==> src/verilog/rf_front_map.svh <==
// Register map constants for the frontend configuration bank.
// Assumes word-addressed Avalon-MM; byte address is four times the index.
`ifndef RF_FRONT_MAP_SVH
`define RF_FRONT_MAP_SVH

// ====================================================================
// Register indices and reset values
`define IDX_N_DRV_OFF 6'h23
`define IDX_RX_CFG 6'h26
`define IDX_N_DRV_ON 6'h27
`define IDX_P_DRV_CW 6'h28
`define IDX_CTRL 6'h30
`define RST_N_DRV_OFF 8'h88
`define RST_RX_CFG 8'h48
`define RST_N_DRV_ON 8'h88
`define RST_P_DRV_CW 8'h20
`define RST_CTRL 8'h00

// ====================================================================
// Field positions
`define RX_AMP_BIT 7
`define RX_GAIN_HI 6
`define RX_GAIN_LO 4
`define RX_LVL_HI 3
`define RX_LVL_LO 0
`define P_DRV_MASK 8'h3f
`define CTRL_DRV_A_BIT 0
`define CTRL_DRV_B_BIT 1
`define CTRL_PDOWN_BIT 2
`define CTRL_MASK 8'h07

`endif

==> src/verilog/rf_front_pkg.sv <==
// Types shared by the frontend configuration bank.
// Assumes the map header supplies all numeric constants.
package rf_front_pkg;

   // ====================================================================
   // Bus slave states
   typedef enum logic [1:0] {
      bus_idle = 2'b00,
      bus_ack = 2'b01
   } bus_state_e;

   typedef logic [7:0] reg8_t;
   typedef logic [3:0] nib_t;

endpackage

==> src/verilog/rf_front_config_regs.sv <==
// Configuration register bank of a contactless frontend.
// Assumes an Avalon-MM master on core_clk with word addressing.
//
// Summary of operation
// [RQ1] Receiver config register at 26h, reset 48h, all bits read/write.
// [RQ2] Bit 7 of receiver config enables the level-detector amplifier.
// [RQ3] Bits 6:4 select receiver gain from 18 to 48 dB.
// [RQ4] Bits 3:0 pass unchanged as level-detector sensitivity.
// [RQ5] Driver-on N register at 27h, reset 88h, all bits read/write.
// [RQ6] Its upper nibble is unmodulated N conductance with drivers on.
// [RQ7] Its lower nibble is modulated N conductance with drivers on.
// [RQ8] Unmodulated N value comes from on register if a driver is on.
// [RQ9] Modulated N value comes from on register if a driver is on.
// [RQ10] Soft power-down forces each delivered conductance top bit high.
// [RQ11] P-driver unmodulated register at 28h, reset 20h.
// [RQ12] Its bits 7:6 are reserved and read as zero.
// [RQ13] Its bits 5:0 are read/write P-driver unmodulated conductance.
// [RQ14] Driver-off N register at 23h, reset 88h, same nibble layout.
// [RQ15] Reads return stored values without side effects; writes act next edge.
// [RQ16] Writes to reserved P-register bits are dropped.
`timescale 1ns/1ps
`include "rf_front_map.svh"

module rf_front_config_regs
   import rf_front_pkg::*;
(
   input wire logic core_clk,
   input wire logic srst,
   input wire logic clk_en,
   input wire logic [5:0] avs_address,
   input wire logic avs_read,
   input wire logic avs_write,
   input wire logic [31:0] avs_writedata,
   input wire logic [3:0] avs_byteenable,
   output logic [31:0] avs_readdata,
   output logic avs_waitrequest,
   output logic [1:0] avs_response,
   output logic level_detector_amp_enable,
   output logic [2:0] receiver_gain_select,
   output logic [3:0] level_detector_sensitivity,
   output nib_t n_drive_unmodulated,
   output nib_t n_drive_modulated,
   output logic [5:0] p_drive_unmodulated,
   output logic antenna_drive_a,
   output logic antenna_drive_b,
   output logic soft_power_down
);

   // ====================================================================
   // Register storage
   reg8_t rx_cfg_ff;
   reg8_t n_on_ff;
   reg8_t n_off_ff;
   reg8_t p_cw_ff;
   reg8_t ctrl_ff;
   bus_state_e bus_state_ff;
   bus_state_e nxt_bus_state;
   logic [31:0] rdata_ff;
   logic [1:0] resp_ff;
   logic wait_ff;

   // ====================================================================
   // Decode helpers
   function automatic logic is_mapped(input logic [5:0] a);
      is_mapped = (a == `IDX_RX_CFG) || (a == `IDX_N_DRV_ON) || (a == `IDX_N_DRV_OFF) ||
         (a == `IDX_P_DRV_CW) || (a == `IDX_CTRL);
   endfunction

   function automatic reg8_t read_mux(input logic [5:0] a, input reg8_t rx, input reg8_t non,
      input reg8_t noff, input reg8_t pcw, input reg8_t ctl);
      case (a)
         `IDX_RX_CFG: read_mux = rx;
         `IDX_N_DRV_ON: read_mux = non;
         `IDX_N_DRV_OFF: read_mux = noff;
         `IDX_P_DRV_CW: read_mux = pcw & `P_DRV_MASK; // [RQ12]
         `IDX_CTRL: read_mux = ctl;
         default: read_mux = 8'h00;
      endcase
   endfunction

   logic req;
   logic wr_go;
   assign req = (avs_read | avs_write) & (bus_state_ff == bus_idle);
   assign wr_go = req & avs_write & avs_byteenable[0];

   // ====================================================================
   // Bus slave state
   always_comb begin
      case (bus_state_ff)
         bus_idle: nxt_bus_state = req ? bus_ack : bus_idle;
         bus_ack: nxt_bus_state = bus_idle;
         default: nxt_bus_state = bus_idle;
      endcase
   end

   always_ff @(posedge core_clk) begin
      if (srst) begin
         bus_state_ff <= bus_idle;
      end else if (clk_en) begin
         bus_state_ff <= nxt_bus_state;
      end
   end

   // Waitrequest high except the single answer cycle
   always_ff @(posedge core_clk) begin
      if (srst) begin
         wait_ff <= 1'b1;
      end else if (clk_en) begin
         wait_ff <= ~req;
      end
   end

   // Read data and response, no side effects on read
   always_ff @(posedge core_clk) begin
      if (srst) begin
         rdata_ff <= 32'h0000_0000;
         resp_ff <= 2'b00;
      end else if (clk_en) begin
         if (req) begin
            rdata_ff <= avs_read ? {24'h00_0000, read_mux(avs_address, rx_cfg_ff, n_on_ff,
               n_off_ff, p_cw_ff, ctrl_ff)} : 32'h0000_0000; // [RQ15]
            resp_ff <= is_mapped(avs_address) ? 2'b00 : 2'b11;
         end
      end
   end

   // ====================================================================
   // Register writes
   always_ff @(posedge core_clk) begin
      if (srst) begin
         rx_cfg_ff <= `RST_RX_CFG; // [RQ1]
      end else if (clk_en && wr_go && avs_address == `IDX_RX_CFG) begin
         rx_cfg_ff <= avs_writedata[7:0]; // [RQ1] [RQ15]
      end
   end

   always_ff @(posedge core_clk) begin
      if (srst) begin
         n_on_ff <= `RST_N_DRV_ON; // [RQ5]
      end else if (clk_en && wr_go && avs_address == `IDX_N_DRV_ON) begin
         n_on_ff <= avs_writedata[7:0]; // [RQ5]
      end
   end

   always_ff @(posedge core_clk) begin
      if (srst) begin
         n_off_ff <= `RST_N_DRV_OFF; // [RQ14]
      end else if (clk_en && wr_go && avs_address == `IDX_N_DRV_OFF) begin
         n_off_ff <= avs_writedata[7:0]; // [RQ14]
      end
   end

   always_ff @(posedge core_clk) begin
      if (srst) begin
         p_cw_ff <= `RST_P_DRV_CW; // [RQ11]
      end else if (clk_en && wr_go && avs_address == `IDX_P_DRV_CW) begin
         p_cw_ff <= avs_writedata[7:0] & `P_DRV_MASK; // [RQ13] [RQ16]
      end
   end

   always_ff @(posedge core_clk) begin
      if (srst) begin
         ctrl_ff <= `RST_CTRL;
      end else if (clk_en && wr_go && avs_address == `IDX_CTRL) begin
         ctrl_ff <= avs_writedata[7:0] & `CTRL_MASK;
      end
   end

   // ====================================================================
   // Receiver outputs
   always_ff @(posedge core_clk) begin
      if (srst) begin
         level_detector_amp_enable <= 1'b0;
         receiver_gain_select <= 3'b100;
         level_detector_sensitivity <= 4'h8;
      end else if (clk_en) begin
         level_detector_amp_enable <= rx_cfg_ff[`RX_AMP_BIT]; // [RQ2]
         receiver_gain_select <= rx_cfg_ff[`RX_GAIN_HI:`RX_GAIN_LO]; // [RQ3]
         level_detector_sensitivity <= rx_cfg_ff[`RX_LVL_HI:`RX_LVL_LO]; // [RQ4]
      end
   end

   // Control outputs
   always_ff @(posedge core_clk) begin
      if (srst) begin
         antenna_drive_a <= 1'b0;
         antenna_drive_b <= 1'b0;
         soft_power_down <= 1'b0;
      end else if (clk_en) begin
         antenna_drive_a <= ctrl_ff[`CTRL_DRV_A_BIT];
         antenna_drive_b <= ctrl_ff[`CTRL_DRV_B_BIT];
         soft_power_down <= ctrl_ff[`CTRL_PDOWN_BIT];
      end
   end

   // ====================================================================
   // Driver conductance selection
   rf_front_drive_sel u_drive_sel (
      .core_clk(core_clk),
      .srst(srst),
      .clk_en(clk_en),
      .n_on_reg(n_on_ff), // [RQ6] [RQ7]
      .n_off_reg(n_off_ff),
      .p_cw_reg(p_cw_ff),
      .drivers_on(ctrl_ff[`CTRL_DRV_A_BIT] | ctrl_ff[`CTRL_DRV_B_BIT]), // [RQ8] [RQ9]
      .soft_pdown(ctrl_ff[`CTRL_PDOWN_BIT]), // [RQ10]
      .n_cw_ff(n_drive_unmodulated),
      .n_mod_ff(n_drive_modulated),
      .p_cw_ff(p_drive_unmodulated)
   );

   assign avs_readdata = rdata_ff;
   assign avs_waitrequest = wait_ff;
   assign avs_response = resp_ff;

endmodule

==> src/verilog/rf_front_drive_sel.sv <==
// Conductance selection for the antenna N and P drivers.
// Assumes stored register values and driver state arrive on the same clock.
`timescale 1ns/1ps
`include "rf_front_map.svh"

module rf_front_drive_sel
   import rf_front_pkg::*;
(
   input wire logic core_clk,
   input wire logic srst,
   input wire logic clk_en,
   input wire reg8_t n_on_reg,
   input wire reg8_t n_off_reg,
   input wire reg8_t p_cw_reg,
   input wire logic drivers_on,
   input wire logic soft_pdown,
   output nib_t n_cw_ff,
   output nib_t n_mod_ff,
   output logic [5:0] p_cw_ff
);

   // ====================================================================
   // Forcing of the top bit during soft power-down
   function automatic nib_t force_nib(input nib_t v, input logic pd);
      force_nib = {v[3] | pd, v[2:0]};
   endfunction

   nib_t nxt_n_cw;
   nib_t nxt_n_mod;
   logic [5:0] nxt_p_cw;

   always_comb begin
      nxt_n_cw = force_nib(drivers_on ? n_on_reg[7:4] : n_off_reg[7:4], soft_pdown); // [RQ8] [RQ10]
      nxt_n_mod = force_nib(drivers_on ? n_on_reg[3:0] : n_off_reg[3:0], soft_pdown); // [RQ9] [RQ10]
      nxt_p_cw = {p_cw_reg[5] | soft_pdown, p_cw_reg[4:0]}; // [RQ10]
   end

   // ====================================================================
   // Registered driver settings
   always_ff @(posedge core_clk) begin
      if (srst) begin
         n_cw_ff <= 4'h8;
         n_mod_ff <= 4'h8;
         p_cw_ff <= 6'h20;
      end else if (clk_en) begin
         n_cw_ff <= nxt_n_cw;
         n_mod_ff <= nxt_n_mod;
         p_cw_ff <= nxt_p_cw;
      end
   end

endmodule

==> config.mk <==
export PLATFORM = sky130hd
export DESIGN_NAME = rf_front_config_regs
export DESIGN_NICKNAME = d
export VERILOG_FILES = /design/src/verilog/rf_front_pkg.sv /design/src/verilog/rf_front_config_regs.sv /design/src/verilog/rf_front_drive_sel.sv
export VERILOG_INCLUDE_DIRS = /design/src /design/src/verilog
export SDC_FILE = /design/constraint.sdc
export NUM_CORES = 1
export LEC_CHECK = 0
export ABC_AREA = 1
export BUFFER_PORTS_ARGS = -buffer_cell sky130_fd_sc_hd__buf_2
export CORE_ASPECT_RATIO = 1.75
export CORE_MARGIN = 5
export CORE_UTILIZATION = 50
export DETAILED_ROUTE_END_ITERATION = 16
export PLACE_DENSITY_LB_ADDON = 0.3
export SKIP_CTS_REPAIR_TIMING = 1
export SLEW_MARGIN = 5
export SYNTH_ARGS = -nofsm -noshare
export SYNTH_HDL_FRONTEND = slang
export SYNTH_SLANG_ARGS = --single-unit
==> constraint.sdc <==
create_clock -name core_clk -period 1.45 [get_ports core_clk]
set_clock_uncertainty 0.05 [all_clocks]
set_input_delay 0.29 -clock core_clk [delete_from_list [all_inputs] [get_ports core_clk]]
set_output_delay 0.29 -clock core_clk [all_outputs]
set_load 0.005 [all_outputs]
[Word-level counts from Yosys, hierarchy flattened]
Cells that the tools add are included.
Word-level totals
  register bits: 95
  logic and storage cells: 51
Operators by class
  eq/ne operators: 5
  mux-type cells: 7
  bitwise logic cells: 9
  reductions and logical operators: 12
Operators by type and width (number)
  8-bit one-hot mux with 5 select lines: 1
  6-bit == test (second input constant): 5
  4-bit 2-to-1 mux: 2
  8-bit 2-to-1 mux: 1
  1-bit logical AND: 6
  1-bit bitwise OR: 5
  1-bit logical OR: 4
  1-bit AND: 3
  2-bit zero test: 1
  1-bit 2-to-1 mux: 2
  2-bit 2-to-1 mux: 1
  2-bit AND reduction: 1
  1-bit inverter: 1

[Longest topological paths before layout]
  depth in word-level cells: 6
  gate-level depth with buffers: 9

[Hierarchy]
A second synthesis with hierarchy kept.
Unflattened totals
  cell total of the unflattened synthesis: 447
  area total of the unflattened synthesis: 3128.0 µm²
Modules (own cells, without submodules)
  rf_front_config_regs: instances 1, cells an instance 353, area each 2503.7 µm²
  rf_front_drive_sel: instances 1, cells an instance 94, area each 624.3 µm²

[Worst setup path before layout]
No wires, ideal clock.
  kind: reg-to-reg
  start point: register ctrl_ff[1]
  end point: register u_drive_sel.n_mod_ff[2]
  setup time: 116 ps
  data arrival time: 1118 ps
  data required time: 1284 ps
  path slack: 166 ps
  cell stages (with the launch flop): 8
  path buffers: 1
  clock period less this slack: 1284 ps
  path through: dfxtp_1 -> nor2_1 -> inv_1 -> clkbuf_1 -> a21oi_1 -> o21ai_0 -> o211ai_1 -> inv_1
On the way
  cells in the longest elaborated chain, start to end: 2
Ends and longest elaborated chain
  from (decl): RTL line rf_front_config_regs.sv:55  | reg8_t ctrl_ff;
  from (signal assigned): RTL line rf_front_config_regs.sv:163  | ctrl_ff <= `RST_CTRL;
  from (signal assigned): RTL line rf_front_config_regs.sv:165  | ctrl_ff <= avs_writedata[7:0] & `CTRL_MASK;
  1-bit bitwise OR: RTL line rf_front_config_regs.sv:205  | .drivers_on(ctrl_ff[`CTRL_DRV_A_BIT] | ctrl_ff[`CTRL_DRV_B_BIT]),
  4-bit 2-to-1 mux: RTL line rf_front_drive_sel.sv:34  | nxt_n_mod = force_nib(drivers_on ? n_on_reg[3:0] : n_off_reg[3:0], soft_pdown);
  to (signal assigned): RTL line rf_front_drive_sel.sv:47  | n_mod_ff <= nxt_n_mod;
  to (decl): RTL line rf_front_drive_sel.sv:18  | output nib_t n_mod_ff,
Every way passes these cells.
A chain may end at the register's enable or synchronous reset.

[Final worst setup path]
  start point: register bus_state_ff[0]
  end point: register rx_cfg_ff[7]
On the way
  cells in the longest elaborated chain, start to end: 6
Ends and longest elaborated chain
  from (decl): RTL line rf_front_config_regs.sv:56  | bus_state_e bus_state_ff;
  from (signal assigned): RTL line rf_front_config_regs.sv:98  | bus_state_ff <= bus_idle;
  from (signal assigned): RTL line rf_front_config_regs.sv:100  | bus_state_ff <= nxt_bus_state;
  2-bit zero test: RTL line rf_front_config_regs.sv:83  | assign req = (avs_read | avs_write) & (bus_state_ff == bus_idle);
  1-bit AND: RTL line rf_front_config_regs.sv:83
  1-bit AND (2 in series): RTL line rf_front_config_regs.sv:84  | assign wr_go = req & avs_write & avs_byteenable[0];
  1-bit logical AND: RTL line rf_front_config_regs.sv:132  | end else if (clk_en && wr_go && avs_address == `IDX_RX_CFG) begin
  1-bit logical AND (no source line)
  to (signal assigned): RTL line rf_front_config_regs.sv:131  | rx_cfg_ff <= `RST_RX_CFG;
  to (signal assigned): RTL line rf_front_config_regs.sv:133  | rx_cfg_ff <= avs_writedata[7:0];
  to (decl): RTL line rf_front_config_regs.sv:51  | reg8_t rx_cfg_ff;
Every way passes these cells.

==> run summary <==
The run finished with clean final reports. Buffers placed on the I/O ports in this run total 55. The launching element type of the critical path was a flip-flop. The switching share of power works out to 23.0%. The delay of the slowest cell on the worst path came out at 0.34 ns. After routing, the total negative slack on setup checks comes to 0 ns. The critical path runs through a total of 6 cells.

The total routing usage reported by global routing is 21.2%. The type of the worst min-delay path was primary input to flip-flop. The logs give 1.55 ns for the worst endpoint data arrival time and 3 for the maximum level of the CTS H-tree.

In this run the count of I/O pins placed on the die edge is 107. Setup repair after global routing left no endpoint under its margin. For the routed wire length, the log shows 8.18 mm.

The worst path needs 1.31 ns of the cycle, external delays included. The final non-filler cell area came out at 0.00377 mm^2. Register clock-pin slew on the reported worst setup and hold paths: 0.08 ns. STA puts the critical path data required time at 1.69 ns. TritonCTS built the clock tree. Via density per instance: 4.93. Yosys mapped the design onto 21 distinct sky130hd cell types.

For this run the aggregate overflow at the end of global routing stands at 0. The via count of the first global-routing pass was 2756. Number of max-capacitance violations reported: 0.

The combined buffer and inverter count along the critical path came out at 1. Derived from the worst setup path, the maximum achievable clock frequency is 0.764 GHz. The run gives 0 as the number of pins exceeding their max-slew limit in the final report. The logs give 0 for the DRC violation count after routing and 33 for the largest net degree at the start of global routing. Total via count in the routed design: 2928. The final worst-path cycle share works out to 90.3%. Endpoint type of the worst setup path: a flip-flop.

Counting flops and latches in the post-synthesis netlist gives 69. After the flow finishes, the layout carries non-filler instances totaling 594. In this run the horizontal extent of the chip is 69.4 um. Clock tree synthesis inserted a total of 9 buffers. The wire length of the first global-routing pass is 13.1 mm. The net count of the finished layout is 556. The logs give 0.00326 W for the internal portion of total power and 6.19 mm for the HPWL after detailed placement. The total power after layout is 0.00423 W. The start point of the critical path is bus_state_ff[0]. The critical path is of the flip-flop to flip-flop type. The later pin in the worst-skew pair is clocked with a latency of 0.35 ns. In this run the vertical extent of the chip is 114 um. The critical path goes through nor2_4 > nand3_4 > nor2_4 > buf_4 > o21ai_0 > nor2_1. The routed length per placed instance was 13.8 um; the setup slack of the most critical reg-to-reg path was 0.14 ns. The clock network is responsible for 45.9% of the overall power. The congestion estimate from routability-driven global placement came to 0.875. For this configuration, the core starts out at a cell density of 50.4%.

In the synthesized netlist, the number of instances is 432. The most numerous cell type found on the critical path is sky130_fd_sc_hd__nor2_4. The share of total power dissipated in combinational logic is 7.8%.

The kind of cell with the highest combined delay along the critical path is simple AND/OR/NAND/NOR gates. Counting along the longest clock path gives a buffer depth of 2. The tightest hold path in the finished design has a slack of 0.137 ns. Before antenna repair, the detailed router went through 4 iterations. The buffer cell driving the clock tree root is sky130_fd_sc_hd__clkbuf_8. The worst register-to-register path begins at bus_state_ff[0]. The fraction of final layout cells sized beyond drive strength 1 was 22.8%. For the final hold violation count, the log shows 0.

The tools report the starting DRC count in detailed routing as 131. A synthesized cell averages 7.15 um^2. Core outline area: 0.00613 mm^2. Once placement completed, the tool counted placed cells totaling 578. The logs give 0.00352 mm^2 for the placement-stage cell area and 0 for the number of antenna-violating nets in the routed design.

The tools report the number of antenna violations at the first check in global routing as 0. Setup violations remaining at the end of the flow were counted as 0. The clock drives 69 sinks. In this run the critical register-to-register path is captured at rx_cfg_ff[7].

The run gives 1.85 nW as the leakage component of the power. The slowest stage of the critical path is the sky130_fd_sc_hd__dfxtp_1 cell. The logs give 0.00791 mm^2 for the die area and 0.000697 V for the worst IR drop on VDD.

Worst reg2reg path depth: 6. Per report_power, the sequential group accounts for 46.3% of the total. Cell area after synthesis: 0.00309 mm^2. The maximum net fanout on the critical path came out at 6.

Sequential elements use 44.7% of the synthesized area. The run gives 38 as the number of standard-cell rows in the floorplan. Dividing total power by cell area gives a power density of 1120 mW/mm^2.

The critical path ends at rx_cfg_ff[7]. Summed over all nets, the switching power comes to 0.000974 W. Compared with the post-synthesis result, the final layout area differs by 22.0%. 0 antenna diodes ended up in the layout. The warning count from the yosys run came out at 0.
[worst reg2reg max path, delay by kind of cell, from the launching register on]
family	cells	cell delay [ns]
buffers and inverters	1	0.16
AO/OA/AOI/OAI	1	0.07
flip-flops	1	0.34
AND/OR/NAND/NOR	4	0.63
[power groups by stage]
| stage | sequential [W] | combinational, W | clock (W) |
|---|---|---|---|
| floorplan | 0.00200 | 0.000214 | 0 |
| global placement | 0.00200 | 0.000326 | 0 |
| detailed placement | 0.00200 | 0.000332 | 0 |
| CTS | 0.00196 | 0.000333 | 0.00197 |
| global route | 0.00196 | 0.000373 | 0.00204 |
| finish | 0.00196 | 0.000331 | 0.00194 |
[final cells by class]
type                    instances  area [um^2]
fillers                       614         2360
multi-input cells             310         1420
flip-flops and latches         69         1380
repair buffers                 84          493
clock buffers                  11          141
inverters                      35          131
clock inverters                 5          106
well taps                      80          100
[layer usage]
layer	vias up	track usage [%]	part of all wire, %	wire [um]
met1	1319	22.6	38	3140
li1	1494	-	-	-
met2	100	38.5	52	4260
met3	15	3.44	6.8	558
met5	-	0	0	0
met4	0	12.9	2.6	212
[cell families (layout without fill, tap and decap cells)]
logic type | after synthesis | in the layout | share of synthesized area [%]
AOI/OAI and AO/OA | 74 | 74 | 12.6
buffers and inverters | 76 | 135 | 12.4
DFF | 69 | 69 | 44.7
other | 1 | 24 | 0.121
and+or+nand+nor | 212 | 212 | 30.3
[metrics by stage]
stage               utilization (%)  setup WS, ns
floorplan                         -         0.166
global placement               57.4       -0.0507
detailed placement             57.4       -0.0606
CTS                            61.4         0.112
global route                   61.4        0.0366
finish                         61.4         0.141
[flip-flops by register name, indices dropped and copies added, names as in the netlist, 3 cells and up]
| signal | count |
|---|---|
| avs_readdata | 8 |
| n_off_ff | 8 |
| n_on_ff | 8 |
| rx_cfg_ff | 8 |
| p_cw_ff | 6 |
| u_drive_sel.p_cw_ff | 6 |
| level_detector_sensitivity | 4 |
| u_drive_sel.n_cw_ff | 4 |
| u_drive_sel.n_mod_ff | 4 |
| ctrl_ff | 3 |
| receiver_gain_select | 3 |
[Yosys cell counts (all sizes together)]
master	n	area, um^2
o211ai	6	45.0
buf	27	198
a21oi	22	110
nand4	6	37.5
conb	1	3.75
nand3	36	205
clkbuf	14	52.6
nor2	89	374
dfxtp	69	1380
inv	35	131
a211oi	1	7.51
o21ai	45	225
nor3	2	21.3
nand2	79	297
[placed cells by master (no fill, tap or decap), drive strengths merged]
| master | instances |
|---|---|
| dfxtp | 69 |
| buf | 84 |
| nand3 | 36 |
| clkbuf | 11 |
| nor3 | 2 |
| o211ai | 6 |
| a21oi | 22 |
| o21ai | 45 |
| bufinv | 3 |
| nand4 | 6 |
| a211oi | 1 |
| clkinvlp | 1 |
| nor2 | 89 |
| conb | 24 |
| inv | 36 |
| nand2 | 79 |
[worst min-delay path by stage]
stage | startpoint | endpoint | slack [ns] | cells after the start
3_3_place_gp | level_detector_sensitivity[3] | level_detector_sensitivity[3] | 0.39 | 2
6_report | avs_writedata[6] | rx_cfg_ff[6] | 0.14 | 3
2_1_floorplan | srst | soft_power_down | 0.32 | 1
3_5_place_dp | receiver_gain_select[2] | receiver_gain_select[2] | 0.39 | 2
5_1_grt | avs_writedata[6] | rx_cfg_ff[6] | 0.14 | 3
4_1_cts | avs_writedata[6] | rx_cfg_ff[6] | 0.13 | 3
No activity file was read; power rests on OpenSTA's default activity.
